[src/rtl/pvs_cfg.svh]
// Functional notes
// - the lock bit reads 1 while the analog pll is locked and 0 while it is unlocked.
// - bit 2 of the pll status shows the rail-high indication live, without latching.
// - bit 1 of the pll status shows the rail-low indication live.
// - calibration done at bit 6 reads 0 while band calibration runs and 1 once it has finished.
// - calibration fail at bit 7 reads 1 on a failed calibration, and counts only once done is set.
// - the 6-bit band field shows the band picked by calibration, valid only after done reads 1.
// - the coarse trim field resets to 1 and mirrors the configured trim while trim calibration is off.
// - while trim calibration is on, the coarse trim field shows the trim chosen by calibration.
// - bits 6..0 of the spare register show the regulator detector result of banks 6..0.
// - bits 15..7 of the spare register are unused analog spare inputs and reset to zero.
`ifndef PVS_CFG_SVH
`define PVS_CFG_SVH

// ----------------------------------------
// register byte offsets
// ----------------------------------------
`define PVS_OFF_PLL 4'h0
`define PVS_OFF_CAL 4'h4
`define PVS_OFF_TRIM 4'h8
`define PVS_OFF_SPARE 4'hc
`define PVS_OFF_INT_STATUS 4'h0
`define PVS_OFF_INT_CLEAR 4'h4
`define PVS_OFF_INT_ENABLE 4'h8
`define PVS_OFF_TRIM_CFG 4'hc

// ----------------------------------------
// field positions
// ----------------------------------------
`define PVS_LOCK_BIT 0
`define PVS_RAIL_LOW_BIT 1
`define PVS_RAIL_HIGH_BIT 2
`define PVS_CAL_DONE_BIT 6
`define PVS_CAL_FAIL_BIT 7
`define PVS_BANK_COUNT 7
`define PVS_SPARE_WIDTH 9

// ----------------------------------------
// reset values
// ----------------------------------------
`define PVS_TRIM_RESET 2'h1
`define PVS_READ_UNMAPPED 32'h0000_0000

`endif

[src/rtl/pvs_pkg.sv]
package pvs_pkg;
  // which register group the bus address selects
  typedef enum logic {
    pvs_page_status,
    pvs_page_control
  } pvs_page_t;
  // interrupt event positions: lock change, cal done, cal fail, rail
  typedef logic [3:0] pvs_events_t;
endpackage

[src/rtl/pvs_status_regs.sv]
`timescale 1ns/1ps
`include "pvs_cfg.svh"

module pvs_status_regs (
  input wire logic clock,
  input wire logic reset,
  // avalon-mm slave, byte address bit 4 picks the page
  input wire logic [4:0] address,
  input wire logic read,
  input wire logic write,
  input wire logic [31:0] writedata,
  input wire logic [3:0] byteenable,
  output logic [31:0] readdata,
  output logic waitrequest,
  output logic irq,
  // analog and calibration indications
  input wire logic pll_locked,
  input wire logic pll_rail_high,
  input wire logic pll_rail_low,
  input wire logic cal_done,
  input wire logic cal_fail,
  input wire logic [5:0] cal_band,
  input wire logic trim_cal_enable,
  input wire logic [1:0] cal_trim,
  input wire logic [`PVS_BANK_COUNT-1:0] bank_regulator_detect,
  input wire logic [`PVS_SPARE_WIDTH-1:0] analog_spare,
  // configured coarse trim, a software register here
  output logic [1:0] coarse_trim
);
  import pvs_pkg::*;

  logic [7:0] pll_status;
  logic [7:0] vco_calibration_status;
  logic [7:0] vco_coarse_trim_status;
  logic [15:0] spare_and_bank_voltage_status;
  pvs_events_t int_status;
  pvs_events_t int_enable;
  pvs_events_t event_hits;
  logic prev_locked;
  logic prev_done;
  logic prev_fail;
  logic prev_rail;
  logic served;
  logic access;
  logic write_taken;
  pvs_page_t page;
  logic [3:0] offset;
  logic [31:0] next_readdata;

  assign access = (read | write) & ~served;
  // a write lands only on the edge where the master sees waitrequest low, never while it still waits
  assign write_taken = write & ~waitrequest;
  assign page = address[4] ? pvs_page_control : pvs_page_status;
  assign offset = {address[3:2], 2'b00};

  // ----------------------------------------
  // status sampling
  // ----------------------------------------
  // one flop of sampling keeps the bus mux off the raw analog wires
  always_ff @(posedge clock or posedge reset) begin
    if (reset) begin
      pll_status <= 8'h00;
    end else begin
      pll_status <= 8'h00; // reserved bits stay zero
      pll_status[`PVS_LOCK_BIT] <= pll_locked;
      pll_status[`PVS_RAIL_LOW_BIT] <= pll_rail_low;
      pll_status[`PVS_RAIL_HIGH_BIT] <= pll_rail_high;
    end
  end

  // band and fail pass through as given; they mean something only once done is set
  always_ff @(posedge clock or posedge reset) begin
    if (reset) begin
      vco_calibration_status <= 8'h00;
    end else begin
      vco_calibration_status <= {cal_fail, cal_done, cal_band};
    end
  end

  // trim source flips with the calibration enable
  always_ff @(posedge clock or posedge reset) begin
    if (reset) begin
      vco_coarse_trim_status <= {6'h00, `PVS_TRIM_RESET};
    end else if (trim_cal_enable) begin
      vco_coarse_trim_status <= {6'h00, cal_trim};
    end else begin
      vco_coarse_trim_status <= {6'h00, coarse_trim};
    end
  end

  // spare bits carry no function but are still readable
  always_ff @(posedge clock or posedge reset) begin
    if (reset) begin
      spare_and_bank_voltage_status <= 16'h0000;
    end else begin
      spare_and_bank_voltage_status <= {analog_spare, bank_regulator_detect};
    end
  end

  // ----------------------------------------
  // interrupts
  // ----------------------------------------
  always_ff @(posedge clock or posedge reset) begin
    if (reset) begin
      prev_locked <= 1'b0;
      prev_done <= 1'b0;
      prev_fail <= 1'b0;
      prev_rail <= 1'b0;
    end else begin
      prev_locked <= pll_status[`PVS_LOCK_BIT];
      prev_done <= vco_calibration_status[`PVS_CAL_DONE_BIT];
      prev_fail <= vco_calibration_status[`PVS_CAL_FAIL_BIT];
      prev_rail <= pll_status[`PVS_RAIL_HIGH_BIT] | pll_status[`PVS_RAIL_LOW_BIT];
    end
  end

  // bit0 lock change, bit1 done rise, bit2 fail rise, bit3 rail rise
  assign event_hits = {
    (pll_status[`PVS_RAIL_HIGH_BIT] | pll_status[`PVS_RAIL_LOW_BIT]) & ~prev_rail,
    vco_calibration_status[`PVS_CAL_FAIL_BIT] & ~prev_fail,
    vco_calibration_status[`PVS_CAL_DONE_BIT] & ~prev_done,
    pll_status[`PVS_LOCK_BIT] ^ prev_locked
  };

  // a new event beats a clear in the same cycle
  always_ff @(posedge clock or posedge reset) begin
    if (reset) begin
      int_status <= 4'h0;
    end else if (write_taken && page == pvs_page_control && offset == `PVS_OFF_INT_CLEAR && byteenable[0]) begin
      int_status <= (int_status & ~writedata[3:0]) | event_hits;
    end else begin
      int_status <= int_status | event_hits;
    end
  end

  always_ff @(posedge clock or posedge reset) begin
    if (reset) begin
      irq <= 1'b0;
    end else begin
      irq <= |(int_status & int_enable);
    end
  end

  // ----------------------------------------
  // writable control
  // ----------------------------------------
  always_ff @(posedge clock or posedge reset) begin
    if (reset) begin
      int_enable <= 4'h0;
      coarse_trim <= `PVS_TRIM_RESET;
    end else if (write_taken && page == pvs_page_control && byteenable[0]) begin
      // status page writes never reach here
      if (offset == `PVS_OFF_INT_ENABLE) begin
        int_enable <= writedata[3:0];
      end
      if (offset == `PVS_OFF_TRIM_CFG) begin
        coarse_trim <= writedata[1:0];
      end
    end
  end

  // ----------------------------------------
  // bus slave
  // ----------------------------------------
  always_comb begin
    next_readdata = `PVS_READ_UNMAPPED;
    unique case (page)
      pvs_page_status: begin
        unique case (offset)
          `PVS_OFF_PLL: next_readdata = {24'h0, pll_status};
          `PVS_OFF_CAL: next_readdata = {24'h0, vco_calibration_status};
          `PVS_OFF_TRIM: next_readdata = {24'h0, vco_coarse_trim_status};
          default: next_readdata = {16'h0, spare_and_bank_voltage_status};
        endcase
      end
      pvs_page_control: begin
        unique case (offset)
          `PVS_OFF_INT_STATUS: next_readdata = {28'h0, int_status};
          `PVS_OFF_INT_ENABLE: next_readdata = {28'h0, int_enable};
          `PVS_OFF_TRIM_CFG: next_readdata = {30'h0, coarse_trim};
          default: next_readdata = `PVS_READ_UNMAPPED; // clear register is write-only
        endcase
      end
    endcase
  end

  // one wait cycle: waitrequest drops the cycle after a request shows up
  always_ff @(posedge clock or posedge reset) begin
    if (reset) begin
      served <= 1'b0;
      waitrequest <= 1'b1;
      readdata <= 32'h0000_0000;
    end else begin
      served <= access;
      waitrequest <= ~access;
      if (access && read) begin
        readdata <= next_readdata;
      end
    end
  end
endmodule

[config.mk]
export PLATFORM = sky130hd
export DESIGN_NAME = pvs_status_regs
export DESIGN_NICKNAME = d
export VERILOG_FILES = /design/src/rtl/pvs_pkg.sv /design/src/rtl/pvs_status_regs.sv
export VERILOG_INCLUDE_DIRS = /design/src /design/src/rtl
export SDC_FILE = /design/constraint.sdc
export NUM_CORES = 1
export LEC_CHECK = 0
export ABC_AREA = 0
export BUFFER_PORTS_ARGS = -buffer_cell sky130_fd_sc_hd__clkbuf_2
export CAP_MARGIN = 10
export CORE_MARGIN = 4
export CORE_UTILIZATION = 40
export CTS_CLUSTER_SIZE = 10
export DETAILED_ROUTE_END_ITERATION = 16
export HOLD_SLACK_MARGIN = 0.08
export PLACE_DENSITY_LB_ADDON = 0.3
export SYNTH_ARGS = -nofsm -noshare
export SYNTH_HDL_FRONTEND = slang
export SYNTH_SLANG_ARGS = --single-unit
[constraint.sdc]
create_clock -name clock -period 3.5 [get_ports clock]
set_input_delay 0.175 -clock clock [delete_from_list [all_inputs] [get_ports clock]]
set_output_delay 0.175 -clock clock [all_outputs]
set_load 0.02 [all_outputs]
; ---- Word-level counts from Yosys, hierarchy flattened
; Index checks and enable logic that the tools add are counted.
[word_totals]
reg_bits = 84
input_bits = 75
out_inout_bits = 36
elab_cells = 53
[classes]
eq_ne = 3
mux = 6
bitwise_logic = 20
n_reduce_logical = 9
[op_table]
columns = operator, count
row1 = 32-bit case mux with 2 select lines, 1
row2 = 16-bit case mux with 3 select lines, 1
row3 = 4-bit case mux with 3 select lines, 1
row4 = 4-bit AND, 2
row5 = 4-bit bitwise OR, 2
row6 = 1-bit inverter, 7
row7 = 1-bit AND, 5
row8 = 1-bit logical AND, 5
row9 = 2-bit == test (second input constant), 2
row10 = 4-bit logical NOT, 1
row11 = 4-bit two-way mux, 1
row12 = 4-bit inverter, 1
row13 = 2-bit AND reduction, 2
row14 = 4-bit OR reduction, 1
row15 = 2-bit by 1-bit == test with 1-bit output (second input constant), 1
row16 = 2-bit two-way mux, 1
row17 = 1-bit bitwise OR, 2
row18 = 1-bit two-way mux, 1
row19 = 1-bit bitwise XOR, 1

; ---- Depth between registers and ports, before layout
; Gate-level depths: netlist of the first run.
[logic_depth]
ltp_word = 6
mapped_depth = 5
mapped_depth_nobuf = 3

; ---- Least setup slack after synthesis of the first run
; OpenSTA, ideal clock, no wires.
[synth_timing]
kind = register to register
from = register waitrequest
to = register int_enable[0]
setup_time_ns = 0.125
t_arrival_ns = 1.306
slack_ns = 2.069
stages_incl_launch_ff = 4
n_path_buf = 0
synth_period_minus_slack_ns = 1.431
cell_sequence = dfstp_2 > and4b_2 > nor3b_4 > mux2_2
[synth_via]
elab_chain_len = 5
[synth_rtl]
columns = element, line_no
row1 = start: declaration, pvs_status_regs.sv:14  ; output logic waitrequest,
row2 = start signal: assignment, pvs_status_regs.sv:195  ; waitrequest <= ~access;
row3 = 1-bit inverter, pvs_status_regs.sv:52  ; assign write_taken = write & ~waitrequest;
row4 = 1-bit AND, pvs_status_regs.sv:52
row5 = 1-bit logical AND (2 in series), pvs_status_regs.sv:151  ; end else if (write_taken && page == pvs_page_control && byteenable[0]) begin
row6 = 2-bit AND reduction (no source line), -
row7 = end signal: assignment, pvs_status_regs.sv:154  ; int_enable <= writedata[3:0];
row8 = end: declaration, pvs_status_regs.sv:37  ; pvs_events_t int_enable;
; No other way between the ends.
; A chain may end at the register's enable or synchronous reset.

; ---- Final worst setup path of the first run
[layout_timing]
from = register served
to = register readdata[14]
[layout_via]
elab_chain_len = 3
[layout_rtl]
columns = element, line_no
row1 = start: declaration, pvs_status_regs.sv:43  ; logic served;
row2 = start signal: assignment, pvs_status_regs.sv:194  ; served <= access;
row3 = 1-bit inverter, pvs_status_regs.sv:50  ; assign access = (read | write) & ~served;
row4 = 1-bit AND, pvs_status_regs.sv:50
row5 = 1-bit logical AND, pvs_status_regs.sv:196  ; if (access && read) begin
row6 = end signal: assignment, pvs_status_regs.sv:197  ; readdata <= next_readdata;
row7 = end: declaration, pvs_status_regs.sv:13  ; output logic [31:0] readdata,
; No other way between the ends.

==> impl_metrics.ini, run 1 <==
[sta]
hold_viol_final = 0
fin_crit_sh_pct = 52.4
setup_tns_ps = 0
relSlewSlack_pct = 50.0
min_period_ps = 1830
worst_slew_pin_slew_ps = 750
rsz0062_at_grt = no
finClkSkew_ps = 5.39
hold_slack_ps = 108
max_freq_mhz = 546
worst_slack_ps = 1670
setup_viol = 0
slew_viol_final = 0

[die]
io_pins = 111
core-area_sq_um = 5610
dieWidth_microns = 84.6
die_h_microns = 84.6
rows = 27
start_util_pct = 41.8
die_area_sq_um = 7150

[global_route]
antenna_found_initial = 0
grt_pass1_vias = 1687
grt.total_usage_pct = 14.7
grt_max_degree = 36
grt_overflow = 0
grt_pass1_wl_microns = 8140

[worst_setup_path]
arrival_ps = 2080
critPathLaunchType = flip-flop
cp_max_fo = 18
path_class = flip-flop to flip-flop
critPathCaptureType = flip-flop
critical_path_required_ps = 3750

[finish]
final_cell_count_no_fill = 338
final_nets = 337
layout_commonest_cell = clkbuf_2
fill_cells = 509
drive_gt1_share_pct = 35.3
final_area_sq_um = 3150
antenna_cells = 0
layout-area-overhead-vs-synth_pct = 34.5
postLayoutCoreUtil_pct = 56.2
layout_common_cells = clkbuf_2, dfrtp_1, dlygate4sd3_1

[job]
drv_cap = 0

[logic_synthesis]
syn_area_sq_um = 2340
synthCells = 164
syn_avg_cell_area_sq_um = 14.3
synth.yosys.seq_area_share_pct = 66.3
synth_edf_count = 0
ys.flop_type = dfrtp_1
synth_seq_cells = 62
async_reset_ff_share_pct = 100
ys_types = 34
ys_warn_count = 0

[cts]
htreeDepth = 3
cts.clk_slew.worst_paths_ps = 60
cts.path.max_buffers = 2
cts_root_buf = clkbuf_8
cts_resized = 0
cts_tree = done
cts_sinks = 62
clk_latency_ps = 320
cts_buffers = 9

[min_path]
holdCritPathClass = input port to flip-flop

[route]
post_drt_wl_per_cell_microns = 14.5
dr.pass1.iters = 4
postRouteAntennaNets = 0
drt_iter0_drc = 61
drc_errors = 0
vias = 1557
viasPerCell = 4.61
drt_wl_total_microns = 4900

[place]
placed_area_sq_um = 2670
place.gp.congestion = 0.774
dp_hpwl_microns = 3410
io_buffers = 61
dp_cells = 293
dp_slack_ps = 1600

[pwr]
p_switching_mw = 0.418
clock_power_share_pct = 35.1
leakage_nw = 1.55
seq_power_share_pct = 50.1
ir_worst_vdd_mv = 0.292
switching_share_pct = 25.4
power_mw = 1.65
power_frac_comb_pct = 14.8
p_int_mw = 1.23
cellPowerDensity_nw_per_um2 = 522

[status]
outcome = complete, no violations
## repair_timing
action / in CTS / in global routing
hold buffers: 30 / 0
buffers inserted: 0 / 0
endpoints found under the hold margin: 62 / 0
## worst max-delay path, cell delays in order (launching register included)
cell	delay (ps)
dfrtp_1	400
nand2b_1	490
nor3_2	660
a22o_1	220
## cell type report
class	count	area, sq um	share of cell area (%)
well taps	72	90.1	2.86
inverters	6	22.5	0.714
repair buffers	92	613	19.4
clock buffers	15	186	5.91
multi-input cells	91	686	21.7
flip-flops and latches	62	1560	49.3
## kinds of logic (layout without fill, tap and decap cells)
logic type	Yosys count	in the layout	synth area share [%]
and+or+nand+nor	26	26	6.83
DFF	62	62	66.3
buffers and inverters	26	113	6.83
AOI/OAI and AO/OA	28	28	9.45
muxes	20	20	10.0
xor gates and xnor gates	1	1	0.374
other	1	16	0.160
## sequential cells by signal (all words and copies together), names as in the netlist, 2 cells and up
name and flops:
int_enable 4, coarse_trim 2, int_status 4, readdata 16
vco_coarse_trim_status 2, spare_and_bank_voltage_status 16, pll_status 3, vco_calibration_status 8
## cells in the mapped netlist, drive strengths merged (2+ instances only)
cell type  number  share of area (%)
clkbuf          2               0.32
buf            18                5.5
nand3           4               0.85
or2             3               0.80
mux4            2                1.9
nand2b          3               0.80
dfstp           3                3.4
mux2i          10                4.3
a22o           11                4.1
o2bb2ai         2               0.75
nand2           6               0.96
dfrtp          59                 63
o21ai           5                1.1
nor2b           3               0.80
nor3            2               0.64
inv             6               0.96
a221o           2               0.85
nor2            2               0.32
mux2            8                3.8
a22oi           2               0.64
## layer usage
metal	up-vias	global-route usage [%]	wire (microns)
met1	757	18.4	2080
met4	0	5.61	52
met2	52	23.8	2470
met5	-	0	0
li1	742	-	-
met3	6	4.51	301
## power by group through the flow
stage | clock network [mW] | logic, mW | registers (mW)
finish | 0.577 | 0.244 | 0.824
CTS | 0.594 | 0.248 | 0.824
global placement | 0 | 0.219 | 0.834
detailed placement | 0 | 0.222 | 0.836
floorplan | 0 | 0.121 | 0.863
global route | 0.632 | 0.269 | 0.831
## final timing paths
check | start | end | slack (ps) | cells after the start
max | served | readdata[14] | 1670 | 3
min | writedata[2] | int_enable[2] | 110 | 2
max reg2reg | served | readdata[14] | 1670 | 3
max in group asynchronous | reset | coarse_trim[0] | 2120 | 4
min reg2reg | vco_calibration_status[7] | prev_fail | 410 | 0
min in group asynchronous | reset | readdata[8] | 520 | 3
Note: power is estimated with default switching activity, not from simulation.
==> run 2, diff against run 1 <==
ABC_AREA = 1   (was 0)
clock period = 1.8 ns   (was 3.5 ns; I/O delays follow)
==> impl_metrics.ini, run 2 <==
[finish]
seqCellArea_sq_um = 1560
layout_common_cells = nand2_1, clkbuf_2, dfrtp_1
fill_cells = 530
multi_input_area_sq_um = 696
antenna_cells = 0
drive_gt1_share_pct = 26.1
postLayoutCoreUtil_pct = 57.5
layout_commonest_cell = nand2_1
final_nets = 426
largestRegisters = readdata: 16 flops, spare_and_bank_voltage_status: 16 flops, vco_calibration_status: 8 flops
layout-area-overhead-vs-synth_pct = 40.5

[pwr]
leakage_nw = 1.76
power_mw = 3.63
cellPowerDensity_nw_per_um2 = 1070
ir_worst_vdd_mv = 0.648

[cts]
cts_root_buf = clkbuf_8
clk_latency_ps = 340
postCtsSetupBuffers = 0
htreeDepth = 3
cts.path.max_buffers = 2
cts_sinks = 62
cts_tree = done
cts_resized = 0
cts.clk_slew.worst_paths_ps = 70
cts_buffers = 9

[sta]
min_period_ps = 1370
setup_viol = 0
finClkSkew_ps = 9.63
setup_tns_ps = 0
slew_viol_final = 0
fin_crit_sh_pct = 76.1
hold_viol_final = 0
max_freq_mhz = 730
rsz0062_at_grt = no

[route]
postRouteAntennaNets = 0
drt_iter0_drc = 98
post_drt_wl_per_cell_microns = 11.9
dr.pass1.iters = 4
vias = 1864
drc_errors = 0
drt_wl_total_microns = 5120
viasPerCell = 4.32

[logic_synthesis]
async_reset_ff_share_pct = 100
syn_avg_cell_area_sq_um = 9.92
ys.flop_type = dfrtp_1
synth_top_area_share_pct = 61.3
synthCells = 243
synthMostInstantiatedCell = nand2_1
syn_area_sq_um = 2410
yosys-top-cells-area = dfrtp_1, nand2_1, buf_4
ys_types = 21
ys_top_cells_by_count = nand2_1, dfrtp_1, nand3_1
synth.largest_area_cell = dfrtp_1
synth.yosys.seq_area_share_pct = 64.5
synth_edf_count = 0
ys_warn_count = 0
synth_seq_cells = 62

[job]
drv_cap = 0

[worst_setup_path]
slowest_delay_ps = 520
crit_path_cell_trace = dlygate4sd3_1 > clkbuf_2 > inv_1 > nand2_1 > nand3_2 > nor2_4 > nand3_1 > nand3_1
arrival_ps = 1640
crit_path_top_delay_cell = dlygate4sd3_1
critical_path_required_ps = 2070
critPathCaptureType = flip-flop
reg2reg_depth = 2
crit_top_cell = nand3_1
cp_max_fo = 14
path_class = input port to flip-flop
critPathLaunchType = input port

[global_route]
grt.total_usage_pct = 15.9
grt_overflow = 0
grt_pass1_wl_microns = 8910
grt_max_degree = 63
grt_pass1_vias = 1940
antenna_found_initial = 0

[die]
rows = 28
dieWidth_microns = 85.6
die_h_microns = 85.6
start_util_pct = 40.9
core-area_sq_um = 5890
io_pins = 111
die_area_sq_um = 7330

[min_path]
holdCritPathClass = input port to flip-flop
holdPathStages = 5

[place]
place.gp.congestion = 0.808
io_buffers = 61
dp_hpwl_microns = 3440

[status]
outcome = complete, no violations
==> run 2: cell families after synthesis <==
family                 synth area share, %
AND/OR/NAND/NOR                       22.2
flip-flops                            64.5
buffers and inverters                 8.93
AO/OA/AOI/OAI                         2.91
multiplexers                         0.935
XOR/XNOR                             0.364
other                                0.156
==> run 2: final cells by class <==
type | count | share of cell area [%]
well taps | 75 | 2.77
clock inverters | 5 | 3.10
inverters | 17 | 1.88
flip-flops and latches | 62 | 45.9
multi-input cells | 159 | 20.5
clock buffers | 11 | 4.47
repair buffers | 102 | 21.3
==> run 2: critical path: cells and delay by family <==
kind / cells / cell delay [ps]
and+or+nand+nor: 5 / 880
buffers and inverters: 3 / 680
==> run 2: metal layers <==
| metal | global-route usage, % | vias to the layer above | part of all wire (%) |
|---|---|---|---|
| li1 | - | 943 | - |
| met1 | 19.3 | 856 | 44 |
| met2 | 25.9 | 55 | 47 |
| met3 | 3.84 | 10 | 6.2 |
| met4 | 9.06 | 0 | 2.8 |
| met5 | 0 | - | 0 |
==> run 2: what timing repair did <==
item,in CTS,in global routing
endpoints found under the setup margin,0,0
hold buffers,38,0
endpoints found under the hold margin,98,0
==> run 2: stage by stage <==
stage	std cells	cell area [sq um]	worst slack (ps)	hold WS [ps]
6_report	431	3390	430	165
2_1_floorplan	258	2470	174	121
3_5_place_dp	377	2750	468	170
5_1_grt	431	3390	263	220
4_1_cts	431	3390	427	150
3_3_place_gp	377	2750	493	158
==> run 2: final timing paths <==
kind | slack (ps) | end | startpoint
hold reg to reg | 400 | prev_fail | vco_calibration_status[7]
min in group asynchronous | 350 | spare_and_bank_voltage_status[8] | reset
setup / recovery | 430 | readdata[0] | write
max in group asynchronous | 1130 | waitrequest | reset
setup reg to reg | 460 | vco_coarse_trim_status[1] | coarse_trim[1]
hold / removal | 170 | coarse_trim[0] | byteenable[0]
==> run 2: report_power, final <==
group	internal [mW]	switching, mW
sequential	1.53	0.0670
combinational	0.207	0.296
clock	0.995	0.537
==> run 3, diff against run 2 <==
ABC_AREA = 0   (was 1)
clock period = 1.4 ns   (was 1.8 ns; I/O delays follow)
==> impl_metrics.ini, run 3 (same netlist as run 1, synthesis figures left out) <==
[finish]
drive_gt1_share_pct = 36.4
layout_commonest_cell = clkbuf_2
final_nets = 356
layout_common_cells = clkbuf_2, dfrtp_1, dlygate4sd3_1
largestRegisters = readdata: 16 flops, spare_and_bank_voltage_status: 16 flops, vco_calibration_status: 8 flops
layout-area-overhead-vs-synth_pct = 41.6
antenna_cells = 0

[global_route]
grt_max_degree = 40
grt.total_usage_pct = 14.8
grt_overflow = 0
antenna_found_initial = 0
grt_pass1_vias = 1712
grt_pass1_wl_microns = 8170

[sta]
setup_viol = 4
min_period_ps = 1440
max_freq_mhz = 692
setup_tns_ps = -170
slew_viol_final = 0
worst_slack_ps = -44.5
fin_crit_sh_pct = 103
rsz0062_at_grt = yes
finClkSkew_ps = 5.63
hold_viol_final = 0

[worst_setup_path]
crit_path_top_delay_cell = dfstp_2
cp_max_fo = 3
arrival_ps = 1650
path_class = flip-flop to flip-flop
critPathLaunchType = flip-flop
crit_path_cell_trace = and4b_2 > nor3b_4 > buf_4 > mux2_2
critPathCaptureType = flip-flop
critical_path_required_ps = 1600
slowest_delay_ps = 370

[place]
dp_hpwl_microns = 3450
place.gp.congestion = 0.767
dp_slack_ps = -14.3
io_buffers = 61

[route]
viasPerCell = 4.53
vias = 1621
drc_errors = 0
drt_wl_total_microns = 5060
dr.pass1.iters = 4
post_drt_wl_per_cell_microns = 14.1
postRouteAntennaNets = 0
drt_iter0_drc = 72

[pwr]
ir_worst_vdd_mv = 0.855
leakage_nw = 1.64
cellPowerDensity_nw_per_um2 = 1230

[cts]
cts.clk_slew.worst_paths_ps = 60
cts_root_buf = clkbuf_8
cts_sinks = 62
cts_buffers = 9
clk_latency_ps = 320
htreeDepth = 3
cts.path.max_buffers = 2
cts_tree = done

[die]
die_h_microns = 84.6
die_area_sq_um = 7150
dieWidth_microns = 84.6
io_pins = 111
rows = 27
start_util_pct = 41.8
core-area_sq_um = 5610

[job]
drv_cap = 0

[min_path]
holdCritPathClass = input port to flip-flop

[status]
violations = negative setup slack
outcome = finished with violations
==> run 3: cell count changes in the layout (fill, tap and decap cells not counted), moves of 4 or more <==
cell      before  now
nand2_1       89    6
mux2i_1        0   10
clkbuf_1       0    4
a22o_1         0   11
buf_4          2   11
inv_1         15    5
nor2_1         6    2
nand3_1       23    4
o21ai_0       14    5
==> run 3: critical path, delay by kind of cell (launching register included) <==
kind | cells | cell delay (ps)
buffers and inverters | 1 | 140
flip-flops | 1 | 370
multiplexers | 1 | 310
AND/OR/NAND/NOR | 2 | 500
==> run 3: what timing repair did <==
action                                  4_1_cts  5_1_grt
hold buffers                                 38        0
buffers inserted                              0        3
pin swaps                                     0        0
endpoints found under the setup margin        4        6
resized for setup                             0        4
hold endpoints to repair                     99        0
==> run 3: path summary, 6_finish.rpt <==
check                                          start                                end  slack [ps]  cells past startpoint
max in group asynchronous                      reset                        waitrequest         610                      4
hold / removal                            address[4]                        readdata[2]         270                      4
setup reg to reg                         waitrequest                      int_enable[3]         -40                      4
hold reg to reg            vco_calibration_status[6]                          prev_done         420                      0
setup / recovery                         waitrequest                      int_enable[3]         -40                      4
min in group asynchronous                      reset  spare_and_bank_voltage_status[12]         350                      4
==> run 3: stage by stage <==
step	power, mW	hold slack, ps	util, %	area [sq um]	std cells
floorplan	2.46	101	-	2400	179
global placement	2.65	135	48.7	2730	301
detailed placement	2.66	150	48.7	2730	301
CTS	4.11	251	58.5	3280	355
global route	4.28	258	59.2	3320	358
finish	4.08	270	59.2	3320	358
==> run 3: layout make-up <==
type                    count  area [sq um]
flip-flops and latches     62          1560
fillers                   476          2290
inverters                   6          26.3
clock inverters             1          5.00
well taps                  72          90.1
multi-input cells          91           697
repair buffers            111           779
clock buffers              15           166
==> run 3: where the power goes <==
part           internal [mW]  total [mW]  switching (mW)
Clock                  0.740        1.35           0.609
Combinational          0.332       0.678           0.346
Sequential              1.96        2.06          0.0947
==> run 3: per-layer routing <==
metal | global-route usage, % | vias to the layer above | share of wire [%]
met1 | 18.3 | 778 | 43
met3 | 4.12 | 6 | 6.7
li1 | - | 777 | -
met5 | 0 | - | 0
met2 | 24.7 | 60 | 49
met4 | 5.61 | 0 | 1.1
